<file path="src/common/xdt_cfg.svh">
// constants for the extended instruction decode and cycle timing block
`ifndef XDT_CFG_SVH
`define XDT_CFG_SVH
// What this block does
// - address add, compare, subtract update all flags
// - address move never touches status flags
// - cycles follow format and modes, main clock
// - repeated instruction takes n plus one cycles
// - byte/word memory copy, test, compare: one less
// - 20-bit memory copy, test, compare: two less
// - pc from imm/indexed: copy, add, sub one less
// - indexed call/push via stack pointer: one more
// - indirect to register: 3/4 cycles, 2 words
// - indexed to register: 4/5 cycles, 3 words
// - register-register address ops: 1 cycle (3 to pc), 1 word
// - immediate address ops: move 2 (3 to pc), others 3
// - 20-bit call: 5/1, 6/1 indirect, 5/2 immediate
// - byte/word extended push: 4 cycles (5 indexed), 2/3 words
// - byte/word arith rotate: 1+n register, 4 indirect
// - address group is top nibble zero, fields fixed
// - identifiers 10xx immediate, 11xx register forms
// - multi rotate: count, type, width fields
// - 20-bit call upper byte and mode field
// - multi push/pop: upper byte, count, register
// - 18xx to 1Fxx are extension words only
// - length bit with byte/word bit picks size
`define XDT_EXT_TOP 5'h03
`define XDT_FMT2_TOP 6'h04
`define XDT_MULT_TOP 6'h05
`define XDT_CALL_TOP 8'h13
`define XDT_GRP_ADDR 4'h0
`define XDT_GRP_FMT1 4'h4
`define XDT_OP_MOV 4'h4
`define XDT_OP_ADD 4'h5
`define XDT_OP_SUB 4'h8
`define XDT_OP_CMP 4'h9
`define XDT_OP_BIT 4'hB
`define XDT_F2_PUSH 3'h4
`define XDT_F2_ROT_MAX 3'h3
`define XDT_PC_REG 4'h0
`define XDT_SP_REG 4'h1
`define XDT_SM_REG 2'h0
`define XDT_SM_IND 2'h1
`define XDT_SM_IMM 2'h2
`define XDT_SM_IDX 2'h3
`define XDT_DM_REG 2'h0
`define XDT_DM_PC 2'h1
`define XDT_DM_MEM 2'h2
`define XDT_AOP_MOV 2'h0
`define XDT_AOP_CMP 2'h1
`define XDT_AOP_ADD 2'h2
`define XDT_AID_ROTM 3'h2
`define XDT_CID_RET 4'h0
`define XDT_CID_REG 4'h4
`define XDT_CID_IDX 4'h5
`define XDT_CID_IND 4'h6
`define XDT_CID_AINC 4'h7
`define XDT_CID_ABS 4'h8
`define XDT_CID_SYM 4'h9
`define XDT_CID_IMM 4'hB
`define XDT_F1_R_R {6'h02, 6'h02, 3'h2}
`define XDT_F1_R_P {6'h04, 6'h04, 3'h2}
`define XDT_F1_R_M {6'h05, 6'h07, 3'h3}
`define XDT_F1_I_R {6'h03, 6'h04, 3'h2}
`define XDT_F1_I_P {6'h05, 6'h06, 3'h2}
`define XDT_F1_I_M {6'h06, 6'h09, 3'h3}
`define XDT_F1_N_R {6'h03, 6'h03, 3'h3}
`define XDT_F1_N_P {6'h04, 6'h04, 3'h3}
`define XDT_F1_N_M {6'h06, 6'h08, 3'h4}
`define XDT_F1_X_R {6'h04, 6'h05, 3'h3}
`define XDT_F1_X_P {6'h06, 6'h07, 3'h3}
`define XDT_F1_X_M {6'h07, 6'h0A, 3'h4}
`define XDT_F1_ADJ_BW 6'h01
`define XDT_F1_ADJ_A 6'h02
`define XDT_F1_ADJ_PC 6'h01
`define XDT_F2_PUSH_R {6'h04, 6'h05, 3'h2}
`define XDT_F2_PUSH_I {6'h04, 6'h06, 3'h2}
`define XDT_F2_PUSH_N {6'h04, 6'h05, 3'h3}
`define XDT_F2_PUSH_X {6'h05, 6'h07, 3'h3}
`define XDT_F2_ROT_I {6'h04, 6'h06, 3'h2}
`define XDT_F2_ROT_X {6'h05, 6'h07, 3'h3}
`define XDT_F2_ROT_R_LEN 3'h2
`define XDT_SP_EXTRA 6'h01
`define XDT_REP_BASE 6'h01
`define XDT_A_IND {6'h03, 6'h05, 3'h1}
`define XDT_A_ABS {6'h04, 6'h06, 3'h2}
`define XDT_A_ST {6'h04, 6'h04, 3'h2}
`define XDT_A_MIMM {6'h02, 6'h03, 3'h2}
`define XDT_A_AIMM {6'h03, 6'h03, 3'h2}
`define XDT_A_RR {6'h01, 6'h03, 3'h1}
`define XDT_ROTM_LEN 3'h1
`define XDT_C_REG {6'h05, 3'h1}
`define XDT_C_IDX {6'h05, 3'h2}
`define XDT_C_IND {6'h06, 3'h1}
`define XDT_C_ABS {6'h07, 3'h2}
`define XDT_C_IMM {6'h05, 3'h2}
`define XDT_PM_BASE 6'h02
`define XDT_PM_LEN 3'h1
`endif

</file>
<file path="src/common/xdt_pkg.sv">
// types of the extended instruction decode and cycle timing block
package xdt_pkg;
   typedef enum logic [1:0] {XDT_S_IDLE = 2'h1, XDT_S_EXT = 2'h2} xdt_fsm_e;
   typedef enum logic [3:0] {
      XDT_C_NONE = 4'h0,
      XDT_C_ADDR = 4'h1,
      XDT_C_ROTM = 4'h2,
      XDT_C_CALL = 4'h3,
      XDT_C_STACK_STORE_MULTIPLE = 4'h4,
      XDT_C_STACK_LOAD_MULTIPLE = 4'h5,
      XDT_C_FMT1 = 4'h6,
      XDT_C_FMT2 = 4'h7,
      XDT_C_BASE = 4'h8
   } xdt_cls_e;
   typedef enum logic [1:0] {
      XDT_Z_RSV = 2'h0,
      XDT_Z_ADDR = 2'h1,
      XDT_Z_WORD = 2'h2,
      XDT_Z_BYTE = 2'h3
   } xdt_size_e;
   typedef struct packed {
      logic valid;
      xdt_cls_e cls;
      xdt_size_e size;
      logic rsv;
      logic [5:0] cycles;
      logic [2:0] words;
   } xdt_dec_s;
   typedef struct packed {
      logic [19:0] result;
      logic [3:0] vnzc;
      logic flag_we;
      logic dst_we;
   } xdt_alu_s;
   typedef struct packed {
      xdt_fsm_e fsm;
      logic [15:0] ext;
      xdt_dec_s dec;
      xdt_alu_s alu;
   } xdt_st_s;
   typedef struct packed {
      logic [5:0] cnt;
   } xdt_tmr_s;
endpackage

</file>
<file path="src/hw/xdt_decode.sv">
// extended instruction decoder with cycle, length and address alu
`timescale 1ns/10ps
`include "xdt_cfg.svh"
module xdt_decode import xdt_pkg::*; (
   input wire logic sys_clk_in,
   input wire logic arst_n_in,
   input wire logic instr_valid_in,
   input wire logic [15:0] instr_in,
   output logic instr_ready_out,
   input wire logic [3:0] rep_reg_low_in,
   input wire logic [19:0] src_val_in,
   input wire logic [19:0] dst_val_in,
   output xdt_dec_s dec_out,
   output xdt_alu_s alu_out,
   output logic busy_out
);
   xdt_st_s st_q;
   xdt_st_s st_d;
   logic busy;
   logic acc;
   logic tmr_load;
   logic [5:0] tmr_count;

   assign acc = instr_valid_in && !busy;
   assign instr_ready_out = !busy;
   assign busy_out = busy;
   assign dec_out = st_q.dec;
   assign alu_out = st_q.alu;
   // single-cycle instructions never load, so intake stays open
   assign tmr_load = acc && st_d.dec.valid && (st_d.dec.cycles > 6'h1);
   assign tmr_count = st_d.dec.cycles - 6'h1;

   xdt_cycle_timer u_tmr (
      .sys_clk_in(sys_clk_in),
      .arst_n_in(arst_n_in),
      .load_in(tmr_load),
      .count_in(tmr_count),
      .busy_out(busy)
   );

   always_comb begin
      logic [3:0] grp;
      logic [3:0] id;
      logic [3:0] sreg;
      logic [3:0] dreg;
      logic [1:0] as_m;
      logic [1:0] sm;
      logic [1:0] dm;
      logic [2:0] f2op;
      logic [5:0] cb;
      logic [5:0] ca;
      logic [5:0] cy;
      logic [2:0] ln;
      logic [4:0] n5;
      logic [4:0] m5;
      logic [20:0] sum;
      logic [20:0] dif;
      logic [20:0] res;
      logic vflag;
      logic arith;
      st_d = st_q;
      st_d.dec.valid = 1'b0;
      st_d.alu.flag_we = 1'b0;
      st_d.alu.dst_we = 1'b0;
      grp = instr_in[15:12];
      id = instr_in[7:4];
      sreg = instr_in[11:8];
      dreg = instr_in[3:0];
      as_m = instr_in[5:4];
      f2op = instr_in[9:7];
      cb = 6'h0;
      ca = 6'h0;
      cy = 6'h0;
      ln = 3'h1;
      sum = {1'b0, dst_val_in} + {1'b0, src_val_in};
      dif = {1'b0, dst_val_in} + {1'b0, ~src_val_in} + 21'h1;
      res = (id[1:0] == `XDT_AOP_ADD) ? sum : dif;
      // overflow: same-sign add or mixed-sign subtract flipping sign
      if (id[1:0] == `XDT_AOP_ADD) begin
         vflag = (src_val_in[19] == dst_val_in[19]) && (res[19] != dst_val_in[19]);
      end else begin
         vflag = (src_val_in[19] != dst_val_in[19]) && (res[19] != dst_val_in[19]);
      end
      arith = id[3] && (id[1:0] != `XDT_AOP_MOV);
      if (as_m == 2'h0) begin
         sm = `XDT_SM_REG;
      end else if (as_m == 2'h1) begin
         sm = `XDT_SM_IDX;
      end else if (as_m == 2'h3 && sreg == `XDT_PC_REG) begin
         sm = `XDT_SM_IMM;
      end else begin
         sm = `XDT_SM_IND;
      end
      if (instr_in[7]) begin
         dm = `XDT_DM_MEM;
      end else if (dreg == `XDT_PC_REG) begin
         dm = `XDT_DM_PC;
      end else begin
         dm = `XDT_DM_REG;
      end
      // repeat count comes from the word itself or from a register
      n5 = {1'b0, st_q.ext[7] ? rep_reg_low_in : st_q.ext[3:0]} + 5'h1;
      m5 = {1'b0, instr_in[7:4]} + 5'h1;

      if (acc) begin
         if (instr_in[15:11] == `XDT_EXT_TOP) begin
            st_d.ext = instr_in;
            st_d.fsm = XDT_S_EXT;
         end else begin
            st_d.fsm = XDT_S_IDLE;
            st_d.dec.valid = 1'b1;
            st_d.dec.cls = XDT_C_BASE;
            st_d.dec.size = XDT_Z_WORD;
            st_d.dec.rsv = 1'b0;
            st_d.dec.cycles = 6'h0;
            st_d.dec.words = 3'h1;
            case (st_q.fsm)
               XDT_S_EXT: begin
                  st_d.dec.size = xdt_size_e'({st_q.ext[6], instr_in[6]});
                  st_d.dec.rsv = ({st_q.ext[6], instr_in[6]} == 2'h0);
                  if (grp >= `XDT_GRP_FMT1) begin
                     st_d.dec.cls = XDT_C_FMT1;
                     // table by source and destination mode
                     case ({sm, dm})
                        {`XDT_SM_REG, `XDT_DM_REG}: {cb, ca, ln} = `XDT_F1_R_R;
                        {`XDT_SM_REG, `XDT_DM_PC}: {cb, ca, ln} = `XDT_F1_R_P;
                        {`XDT_SM_REG, `XDT_DM_MEM}: {cb, ca, ln} = `XDT_F1_R_M;
                        {`XDT_SM_IND, `XDT_DM_REG}: {cb, ca, ln} = `XDT_F1_I_R;
                        {`XDT_SM_IND, `XDT_DM_PC}: {cb, ca, ln} = `XDT_F1_I_P;
                        {`XDT_SM_IND, `XDT_DM_MEM}: {cb, ca, ln} = `XDT_F1_I_M;
                        {`XDT_SM_IMM, `XDT_DM_REG}: {cb, ca, ln} = `XDT_F1_N_R;
                        {`XDT_SM_IMM, `XDT_DM_PC}: {cb, ca, ln} = `XDT_F1_N_P;
                        {`XDT_SM_IMM, `XDT_DM_MEM}: {cb, ca, ln} = `XDT_F1_N_M;
                        {`XDT_SM_IDX, `XDT_DM_REG}: {cb, ca, ln} = `XDT_F1_X_R;
                        {`XDT_SM_IDX, `XDT_DM_PC}: {cb, ca, ln} = `XDT_F1_X_P;
                        default: {cb, ca, ln} = `XDT_F1_X_M;
                     endcase
                     if (dm == `XDT_DM_MEM && (grp == `XDT_OP_MOV || grp == `XDT_OP_BIT
                         || grp == `XDT_OP_CMP)) begin
                        cb = cb - `XDT_F1_ADJ_BW;
                        ca = ca - `XDT_F1_ADJ_A;
                     end
                     if (dm == `XDT_DM_PC && (sm == `XDT_SM_IMM || sm == `XDT_SM_IDX)
                         && (grp == `XDT_OP_MOV || grp == `XDT_OP_ADD
                         || grp == `XDT_OP_SUB)) begin
                        cb = cb - `XDT_F1_ADJ_PC;
                        ca = ca - `XDT_F1_ADJ_PC;
                     end
                     cy = (st_d.dec.size == XDT_Z_ADDR) ? ca : cb;
                     if (sm == `XDT_SM_REG && dm == `XDT_DM_REG) begin
                        cy = {1'b0, n5} + `XDT_REP_BASE;
                     end
                  end else if (instr_in[15:10] == `XDT_FMT2_TOP && f2op <= `XDT_F2_PUSH) begin
                     st_d.dec.cls = XDT_C_FMT2;
                     // single operand register sits in 3:0, not 11:8
                     if (as_m == 2'h3) begin
                        sm = (dreg == `XDT_PC_REG) ? `XDT_SM_IMM : `XDT_SM_IND;
                     end
                     if (f2op == `XDT_F2_PUSH) begin
                        case (sm)
                           `XDT_SM_REG: {cb, ca, ln} = `XDT_F2_PUSH_R;
                           `XDT_SM_IND: {cb, ca, ln} = `XDT_F2_PUSH_I;
                           `XDT_SM_IMM: {cb, ca, ln} = `XDT_F2_PUSH_N;
                           default: {cb, ca, ln} = `XDT_F2_PUSH_X;
                        endcase
                        if (sm == `XDT_SM_IDX && dreg == `XDT_SP_REG) begin
                           cb = cb + `XDT_SP_EXTRA;
                           ca = ca + `XDT_SP_EXTRA;
                        end
                        cy = (st_d.dec.size == XDT_Z_ADDR) ? ca : cb;
                     end else begin
                        case (sm)
                           `XDT_SM_REG: begin
                              cy = {1'b0, n5} + `XDT_REP_BASE;
                              ln = `XDT_F2_ROT_R_LEN;
                           end
                           `XDT_SM_IND: {cb, ca, ln} = `XDT_F2_ROT_I;
                           `XDT_SM_IDX: {cb, ca, ln} = `XDT_F2_ROT_X;
                           default: st_d.dec.rsv = 1'b1;
                        endcase
                        if (sm != `XDT_SM_REG) begin
                           cy = (st_d.dec.size == XDT_Z_ADDR) ? ca : cb;
                        end
                     end
                  end else begin
                     // prefix before a non-extendable word is flagged, not run
                     st_d.dec.rsv = 1'b1;
                  end
               end
               XDT_S_IDLE: begin
                  if (grp == `XDT_GRP_ADDR) begin
                     if (id[3:1] == `XDT_AID_ROTM) begin
                        // n-1 in 11:10, width in bit 4
                        st_d.dec.cls = XDT_C_ROTM;
                        st_d.dec.size = id[0] ? XDT_Z_WORD : XDT_Z_ADDR;
                        cy = {4'h0, instr_in[11:10]} + 6'h1;
                        ln = `XDT_ROTM_LEN;
                     end else begin
                        st_d.dec.cls = XDT_C_ADDR;
                        st_d.dec.size = XDT_Z_ADDR;
                        case (id[3:2])
                           2'h0: {cb, ca, ln} = id[1] ? `XDT_A_ABS : `XDT_A_IND;
                           2'h1: {cb, ca, ln} = `XDT_A_ST;
                           2'h2: begin
                              if (id[1:0] == `XDT_AOP_MOV) begin
                                 {cb, ca, ln} = `XDT_A_MIMM;
                              end else begin
                                 {cb, ca, ln} = `XDT_A_AIMM;
                              end
                           end
                           default: {cb, ca, ln} = `XDT_A_RR;
                        endcase
                        cy = (dreg == `XDT_PC_REG && id[3:2] != 2'h1) ? ca : cb;
                        if (arith) begin
                           st_d.alu.flag_we = 1'b1;
                           st_d.alu.vnzc = {vflag, res[19], res[19:0] == 20'h0, res[20]};
                        end
                        st_d.alu.result = arith ? res[19:0] : src_val_in;
                        if (id[3]) begin
                           st_d.alu.dst_we = id[1:0] != `XDT_AOP_CMP;
                        end else begin
                           st_d.alu.dst_we = id[3:2] == 2'h0;
                        end
                     end
                  end else if (instr_in[15:8] == `XDT_CALL_TOP) begin
                     st_d.dec.cls = XDT_C_CALL;
                     st_d.dec.size = XDT_Z_ADDR;
                     case (id)
                        `XDT_CID_REG: {cy, ln} = `XDT_C_REG;
                        `XDT_CID_IDX: begin
                           {cy, ln} = `XDT_C_IDX;
                           if (dreg == `XDT_SP_REG) begin
                              cy = cy + `XDT_SP_EXTRA;
                           end
                        end
                        `XDT_CID_IND: {cy, ln} = `XDT_C_IND;
                        `XDT_CID_AINC: {cy, ln} = `XDT_C_IND;
                        `XDT_CID_ABS: {cy, ln} = `XDT_C_ABS;
                        `XDT_CID_SYM: {cy, ln} = `XDT_C_ABS;
                        `XDT_CID_IMM: {cy, ln} = `XDT_C_IMM;
                        `XDT_CID_RET: st_d.dec.cls = XDT_C_BASE;
                        default: st_d.dec.rsv = 1'b1;
                     endcase
                  end else if (instr_in[15:10] == `XDT_MULT_TOP) begin
                     // count in 7:4, 20-bit takes two slots
                     st_d.dec.cls = instr_in[9] ? XDT_C_STACK_LOAD_MULTIPLE : XDT_C_STACK_STORE_MULTIPLE;
                     st_d.dec.size = instr_in[8] ? XDT_Z_WORD : XDT_Z_ADDR;
                     if (instr_in[8]) begin
                        cy = `XDT_PM_BASE + {1'b0, m5};
                     end else begin
                        cy = `XDT_PM_BASE + {m5, 1'b0};
                     end
                     ln = `XDT_PM_LEN;
                  end
               end
               default: st_d.fsm = XDT_S_IDLE;
            endcase
            st_d.dec.cycles = cy;
            st_d.dec.words = ln;
         end
      end
   end

   always_ff @(posedge sys_clk_in or negedge arst_n_in) begin
      if (!arst_n_in) begin
         st_q <= '{fsm: XDT_S_IDLE, ext: 16'h0, dec: '0, alu: '0};
      end else begin
         st_q <= st_d;
      end
   end

   logic plain;
   logic a_addr;
   assign plain = acc && st_q.fsm == XDT_S_IDLE && instr_in[15:11] != `XDT_EXT_TOP;
   assign a_addr = plain && instr_in[15:12] == `XDT_GRP_ADDR && instr_in[7:5] != 3'h2;
endmodule

</file>
<file path="src/hw/xdt_cycle_timer.sv">
// execution cycle down-counter that stalls instruction intake
`timescale 1ns/10ps
`include "xdt_cfg.svh"
module xdt_cycle_timer import xdt_pkg::*; (
   input wire logic sys_clk_in,
   input wire logic arst_n_in,
   input wire logic load_in,
   input wire logic [5:0] count_in,
   output logic busy_out
);
   xdt_tmr_s st_q;
   xdt_tmr_s st_d;

   always_comb begin
      st_d = st_q;
      if (load_in) begin
         st_d.cnt = count_in;
      end else if (st_q.cnt != 6'h0) begin
         st_d.cnt = st_q.cnt - 6'h1;
      end
   end

   always_ff @(posedge sys_clk_in or negedge arst_n_in) begin
      if (!arst_n_in) begin
         st_q <= '0;
      end else begin
         st_q <= st_d;
      end
   end

   assign busy_out = st_q.cnt != 6'h0;
endmodule

</file>
<file path="config.mk">
export PLATFORM = sky130hd
export DESIGN_NAME = xdt_decode
export DESIGN_NICKNAME = d
export VERILOG_FILES = /design/src/common/xdt_pkg.sv /design/src/hw/xdt_decode.sv /design/src/hw/xdt_cycle_timer.sv
export VERILOG_INCLUDE_DIRS = /design/src /design/src/common
export SDC_FILE = /design/constraint.sdc
export NUM_CORES = 1
export LEC_CHECK = 0
export BUFFER_PORTS_ARGS = -buffer_cell sky130_fd_sc_hd__buf_4
export CAP_MARGIN = 20
export CORE_UTILIZATION = 35
export CTS_CLUSTER_DIAMETER = 120
export DETAILED_ROUTE_END_ITERATION = 6
export HOLD_SLACK_MARGIN = 0.02
export SLEW_MARGIN = 20
export SYNTH_ARGS = -nofsm -noshare
export SYNTH_HDL_FRONTEND = slang
export SYNTH_SLANG_ARGS = --single-unit
</file>
<file path="constraint.sdc">
create_clock -name sys_clk_in -period 3.32 [get_ports sys_clk_in]
set_input_delay 0.166 -clock sys_clk_in [delete_from_list [all_inputs] [get_ports sys_clk_in]]
set_output_delay 0.166 -clock sys_clk_in [all_outputs]
set_load 0.02 [all_outputs]
</file>
Word level (Yosys, flattened, before mapping)

Memories as Yosys holds them, arrays and structs flattened.
Index checks and enable logic that the tools add are counted.

Add/sub/neg operators: 17
$lt $le $gt $ge: 3
Equal/unequal tests: 39
Muxes and demuxes: 111
Bitwise gates (word level): 3
Reductions and logical operators: 49

Operators by type and width:

| cell                  | number |
|---|---|
| $mux 6                | 46 |
| $mux 43               | 2 |
| $mux 26               | 3 |
| $mux 15               | 4 |
| $add 20x20->21        | 2 |
| $mux 2                | 16 |
| $sub 6x1->6 const B   | 5 |
| $eq 4x3->1 const B    | 6 |
| $eq 4x4->1 const B    | 6 |
| $pmux 3 s2            | 4 |
| $pmux 6 s2            | 2 |
| $pmux 6 s4            | 1 |
| $add 21x1->21 const B | 1 |
| $mux 21               | 1 |
| $logic_not 20->1      | 1 |
| $mux 20               | 1 |
| $mux 4                | 5 |
| $not 20->20           | 1 |
| $eq 2x2->1 const B    | 9 |
| $mux 3                | 6 |
| $logic_not 4->1       | 4 |
| $logic_and 1x1->1     | 14 |
| $mux 1                | 14 |
| $pmux 7 s2            | 1 |
| 37 further kinds      | 67 |

Register bits after elaboration: 67
Bits in read-only memories: 160
Bits of input ports: 63
Output and inout bits: 45
Memories kept: 1

Memories:

| name             | words | width | rd ports | clocked after memory_dff | wr ports | RTL line          | source |
|---|---|---|---|---|---|---|---|
| (name not given) | 16    | 10    | 1        | 0                        | 0        | xdt_decode.sv:124 | `case ({sm, dm})` |

Depth between registers and ports, before layout

Word-level depth: 32
Mapped depth: 18
Depth with buffers taken out: 16

Modules after synthesis

Synthesis repeated with hierarchy kept, for this count alone.

Cell total of the unflattened synthesis: 882
Area, all modules: 6934.2 um^2

By module, submodules not included:

| module          | instances | cells each | area each (um^2) | seq. area each (um^2) |
|---|---|---|---|---|
| xdt_decode      | 1         | 842        | 6550.0           | 1277.5 |
| xdt_cycle_timer | 1         | 40         | 384.1            | 150.1 |

Worst setup path before layout

Ideal clock, no wire load.

Kind: input-to-reg
Start point: input port instr_in[7]
End point: register u_tmr.st_q[1] (netlist name)
Arrival time: 3728 ps
Data required time: 3192 ps
Slack: -535 ps
Stages on the path: 17
Path buffers: 3
Cell sequence: buf_2 > clkbuf_1 > clkbuf_1 > o21ai_0 > a21oi_1 > a21oi_1 > ha_1 > a211o_1 > ha_1 > mux4_2 > or3_1 > and3_4 > ha_1 > nor2_1 > nor2_1 > a31o_2 > mux2i_1

Longest elaborated chain between the ends: 23
Elaborated cells on any way between the ends: 73

RTL lines:

| item                                                               | RTL line              | source |
|---|---|---|
| from (decl)                                                        | xdt_decode.sv:8       | `input wire logic [15:0] instr_in,` |
| $mux 2                                                             | xdt_decode.sv:94      | `if (instr_in[7]) begin` |
| $mem_v2 16x10                                                      | n/a                   |  |
| $mux 15                                                            | xdt_decode.sv:121     | `` if (grp >= `XDT_GRP_FMT1) begin `` |
| $mux 15                                                            | xdt_decode.sv:117     | `case (st_q.fsm)` |
| $mux 15                                                            | xdt_decode.sv:106     | `` if (instr_in[15:11] == `XDT_EXT_TOP) begin `` |
| $mux 15                                                            | xdt_decode.sv:105     | `if (acc) begin` |
| $sub 6x1->6 (no source line) / $sub 6x2->6 (equally long branches) | n/a                   |  |
| $mux 6                                                             | xdt_decode.sv:138     | `` if (dm == `XDT_DM_MEM && (grp == `XDT_OP_MOV \|\| grp == `XDT_OP_BIT `` |
| [7 not listed]                                                     | n/a                   |  |
| $mux 6                                                             | xdt_decode.sv:150     | `` if (sm == `XDT_SM_REG && dm == `XDT_DM_REG) begin `` |
| $mux 6                                                             | xdt_decode.sv:121     |  |
| $pmux 6 s2 *                                                       | xdt_decode.sv:117     |  |
| $mux 43 *                                                          | xdt_decode.sv:106     |  |
| $mux 43 *                                                          | xdt_decode.sv:105     |  |
| $gt 6x1->1                                                         | xdt_decode.sv:30      | `assign tmr_load = acc && st_d.dec.valid && (st_d.dec.cycles > 6'h1);` |
| $logic_and 1x1->1                                                  | xdt_decode.sv:30      |  |
| $mux 6 / $reduce_bool 2->1 (equally long branches)                 | n/a                   |  |
| to (signal assigned)                                               | xdt_cycle_timer.sv:27 | `st_q <= st_d;` |
| to (decl)                                                          | xdt_cycle_timer.sv:11 | `xdt_tmr_s st_q;` |

Mark *: on every way between the ends. The rest lies on a longest branch, timed or not. The select of a mux whose other input is x is not followed.
A chain may end at the register's enable or synchronous reset.

Worst setup path after layout

Start point: input port instr_in[0]
End point: register u_tmr.st_q[1] (netlist name)

Longest elaborated chain between the ends: 29
Elaborated cells on any way between the ends: 91

RTL lines:

| item                                                                   | RTL line |
|---|---|
| parallel branches: the longest is 23 deep, another holds $mem_v2 16x10 | n/a |
| $pmux 6 s2 *                                                           | xdt_decode.sv:117 |
| $mux 43 *                                                              | xdt_decode.sv:106 |
| $mux 43 *                                                              | xdt_decode.sv:105 |
| $gt 6x1->1                                                             | xdt_decode.sv:30 |
| $logic_and 1x1->1                                                      | xdt_decode.sv:30 |
| $mux 6 / $reduce_bool 2->1 (equally long branches)                     | n/a |

Every way passes the cells marked *. The select of a mux whose other input is x is not followed.

==> results.yml <==
setup_path:
  critPathArrivalTime_ns: 3.57
  worst-path-max-fanout: 6
  critPathRequiredTime_ns: 3.53
  timing.critical_path.to_type: "flop"
  cp-start-kind: "primary input"
  path_class: "in -> reg"
placement:
  dpl.hpwl_mm: 16.21
  io_buffers: 107
  pre_cts_ws_ns: -0.4942
  gp_congestion: 0.9509
cells_and_area:
  fillers: 1883
  diodes: 0
  syn2layout_area_growth_pct: 26.56
  nets: 1150
  drive_above_1_share: 0.2648
grt:
  overflow: 0
  antenna_found_initial: 0
  first_global_vias: 6546
  grt_pass1_wl_mm: 33.65
  grt_usage: 0.2142
  grt_max_degree: 58
logic_synthesis:
  avgSynthCellArea_um2: 7.500
  synth_warnings: 0
  synth_nets: 1020
  synthFlopType: "dfrtp_1"
  async_reset_ff_frac: 1.000
  synth_area_um2: 6690
  ys_seq_area_frac: 0.2134
  ys_seq_elements: 57
  netlist_instances: 892
  yosysUniqueCellTypes: 78
  synth_edf_count: 0
job:
  maxCapViolCount: 0
sta:
  setup_violations: 4
  rsz0062_at_grt: "yes"
  hold_slack_ns: 0.1327
  fin_skew_ns: 0.004335
  hold_violations: 0
  finalMaxSlewViolations: 0
  fmax_ghz: 0.2972
  slew_headroom: 0.4872
  min_period_over_period: 1.014
  worst_pin_slew_ns: 0.7692
  tns_ns: -0.1209
  min_period_ns: 3.365
  setup_slack_ns: -0.04529
run_status:
  outcome: "finished with violations"
  violations: "negative setup slack"
min_path:
  min_path_type: "in -> reg"
drt:
  drt_pass1_iterations: 5
  routed_wl_mm: 20.69
  drc: 0
  vias_per_cell: 5.421
  vias: 6836
  drt_iter0_markers: 410
  routedWlPerCell_um: 16.41
  drtAntennaViolNets: 0
clock_network:
  cts_root_buf: "clkbuf_16"
  clkSinkCount: 57
  cts_max_level: 3
  cts_buffer_depth: 2
  worstSkewPairLatency_ns: 0.34
  clk_pin_slew_worst_paths_ns: 0.05
  cts_buffers: 9
  tritoncts: "yes"
die:
  fp.dieArea_um2: 19670
  die_height_um: 140.3
  coreArea_um2: 18710
  dieWidth_um: 140.3
  initial_core_util: 0.3577
  num_rows: 50
  io_pins: 108
power:
  vdd_drop_max_mv: 0.1865
  leakagePower_uw: 0.004059
  p_per_area_nw_per_um2: 293.5
cell type report:
type                    instances  area [um^2]  share of cell area
multi-input cells             682         4593              0.5425
repair buffers                210         1590              0.1878
flip-flops and latches         57         1428              0.1686
well taps                     234        292.8             0.03458
clock buffers                  11        252.7             0.02985
inverters                      62        232.7             0.02749
clock inverters                 5        77.57            0.009162
cells by family (layout without fill, tap and decap cells):
family,Yosys count,in the layout,share of synthesized area
compound gates,261,261,0.2461
xor+xnor,36,36,0.04713
fa+ha+maj,65,65,0.1238
buf+inv,153,288,0.1109
flops,57,57,0.2134
mux,20,20,0.03329
simple gates,300,300,0.2254
power breakdown:
group	internal (uW)	switching, uW	total, uW
sequential	696	0	696
clock	694	329	1020
combinational	340	426	766
total	1730	755	2490
flip-flops by register name, summed over array words and instances, names as in the netlist:
name	cells
alu_out	26
dec_out	17
st_q	8
u_tmr.st_q	6
synth_stat cells (9+ instances only):
library cell,n,share of area
a211oi_1,9,0.010
a21oi_1,62,0.046
a31oi_1,17,0.016
buf_4,43,0.048
clkbuf_1,40,0.022
dfrtp_1,56,0.21
ha_1,63,0.12
inv_1,60,0.034
mux2i_1,11,0.016
nand2_1,101,0.057
nand3_1,28,0.021
nand4_1,13,0.012
nor2_1,61,0.034
nor2b_1,14,0.013
nor3_1,23,0.017
o21ai_0,82,0.061
o21bai_1,9,0.010
or3_1,11,0.010
xnor2_1,31,0.041
metrics by stage:
| step | total power (uW) | utilization | cells | cell area, um^2 |
|---|---|---|---|---|
| finish | 2485 | 0.4526 | 1261 | 8467 |
| detailed placement | 1455 | 0.4298 | 1239 | 8039 |
| floorplan | 1159 | - | 892 | 6721 |
| global route | 2630 | 0.4526 | 1261 | 8467 |
| CTS | 2503 | 0.4499 | 1258 | 8416 |
| global placement | 1451 | 0.4298 | 1239 | 8039 |
path summary, 6_finish.rpt:
check / startpoint / endpoint / slack (ns) / depth (start not counted)
min in group asynchronous: arst_n_in / dec_out[14]$_DFFE_PN0P_ / 0.43 / 2
max reg2reg: u_tmr.st_q[0]$_DFFE_PN0P_ / alu_out[3]$_DFFE_PN0P_ / 0.26 / 13
max in group asynchronous: arst_n_in / alu_out[23]$_DFFE_PN0P_ / 2.37 / 2
min: instr_in[6] / st_q[49]$_DFFE_PN0P_ / 0.13 / 2
max: instr_in[0] / u_tmr.st_q[1]$_DFFE_PN0P_ / -0.05 / 16
min reg2reg: dec_out[0]$_DFFE_PN0P_ / dec_out[0]$_DFFE_PN0P_ / 0.47 / 2
placed cells by master (no fill, tap or decap), types with 9 or more instances in the layout:
cell	n
o21ai_0	81
ha_1	59
nor3_1	22
xnor2_1	31
a21oi_1	59
nand3_1	27
dfrtp_1	56
buf_4	207
or3_1	11
clkbuf_16	9
a31oi_1	17
o21bai_1	9
inv_1	60
nor2_1	60
nand4_1	13
nand2_1	101
nor2b_1	14
mux2i_1	11
routing by layer:
layer | global-route usage | wire length, um | vias to the layer above
li1 | - | - | 3388
met1 | 0.2841 | 9752 | 3221
met2 | 0.3550 | 9696 | 197
met3 | 0.03966 | 927 | 30
met4 | 0.05899 | 317 | 0
met5 | 0 | 0 | -
worst max-delay path: stages:
cell and delay [ns]:
buf_8 0.09, or4_4 0.53, nand3_2 0.10, a21oi_2 0.06, a21oi_2 0.12, ha_1 0.24, a211o_1 0.31, ha_1 0.27
mux4_2 0.48, or3_1 0.32, and3_4 0.18, ha_4 0.16, nor2_2 0.09, nor2_1 0.04, a31o_2 0.29, mux2i_1 0.13
what timing repair did:
item                                    4_1_cts  5_1_grt
pin swaps                                     7        9
buffers inserted                              2        3
endpoints found under the setup margin        6        7
hold buffers                                  1        0
hold endpoints to repair                     56        0
resized for setup                             6        8
Note: power is estimated with default switching activity, not from simulation.
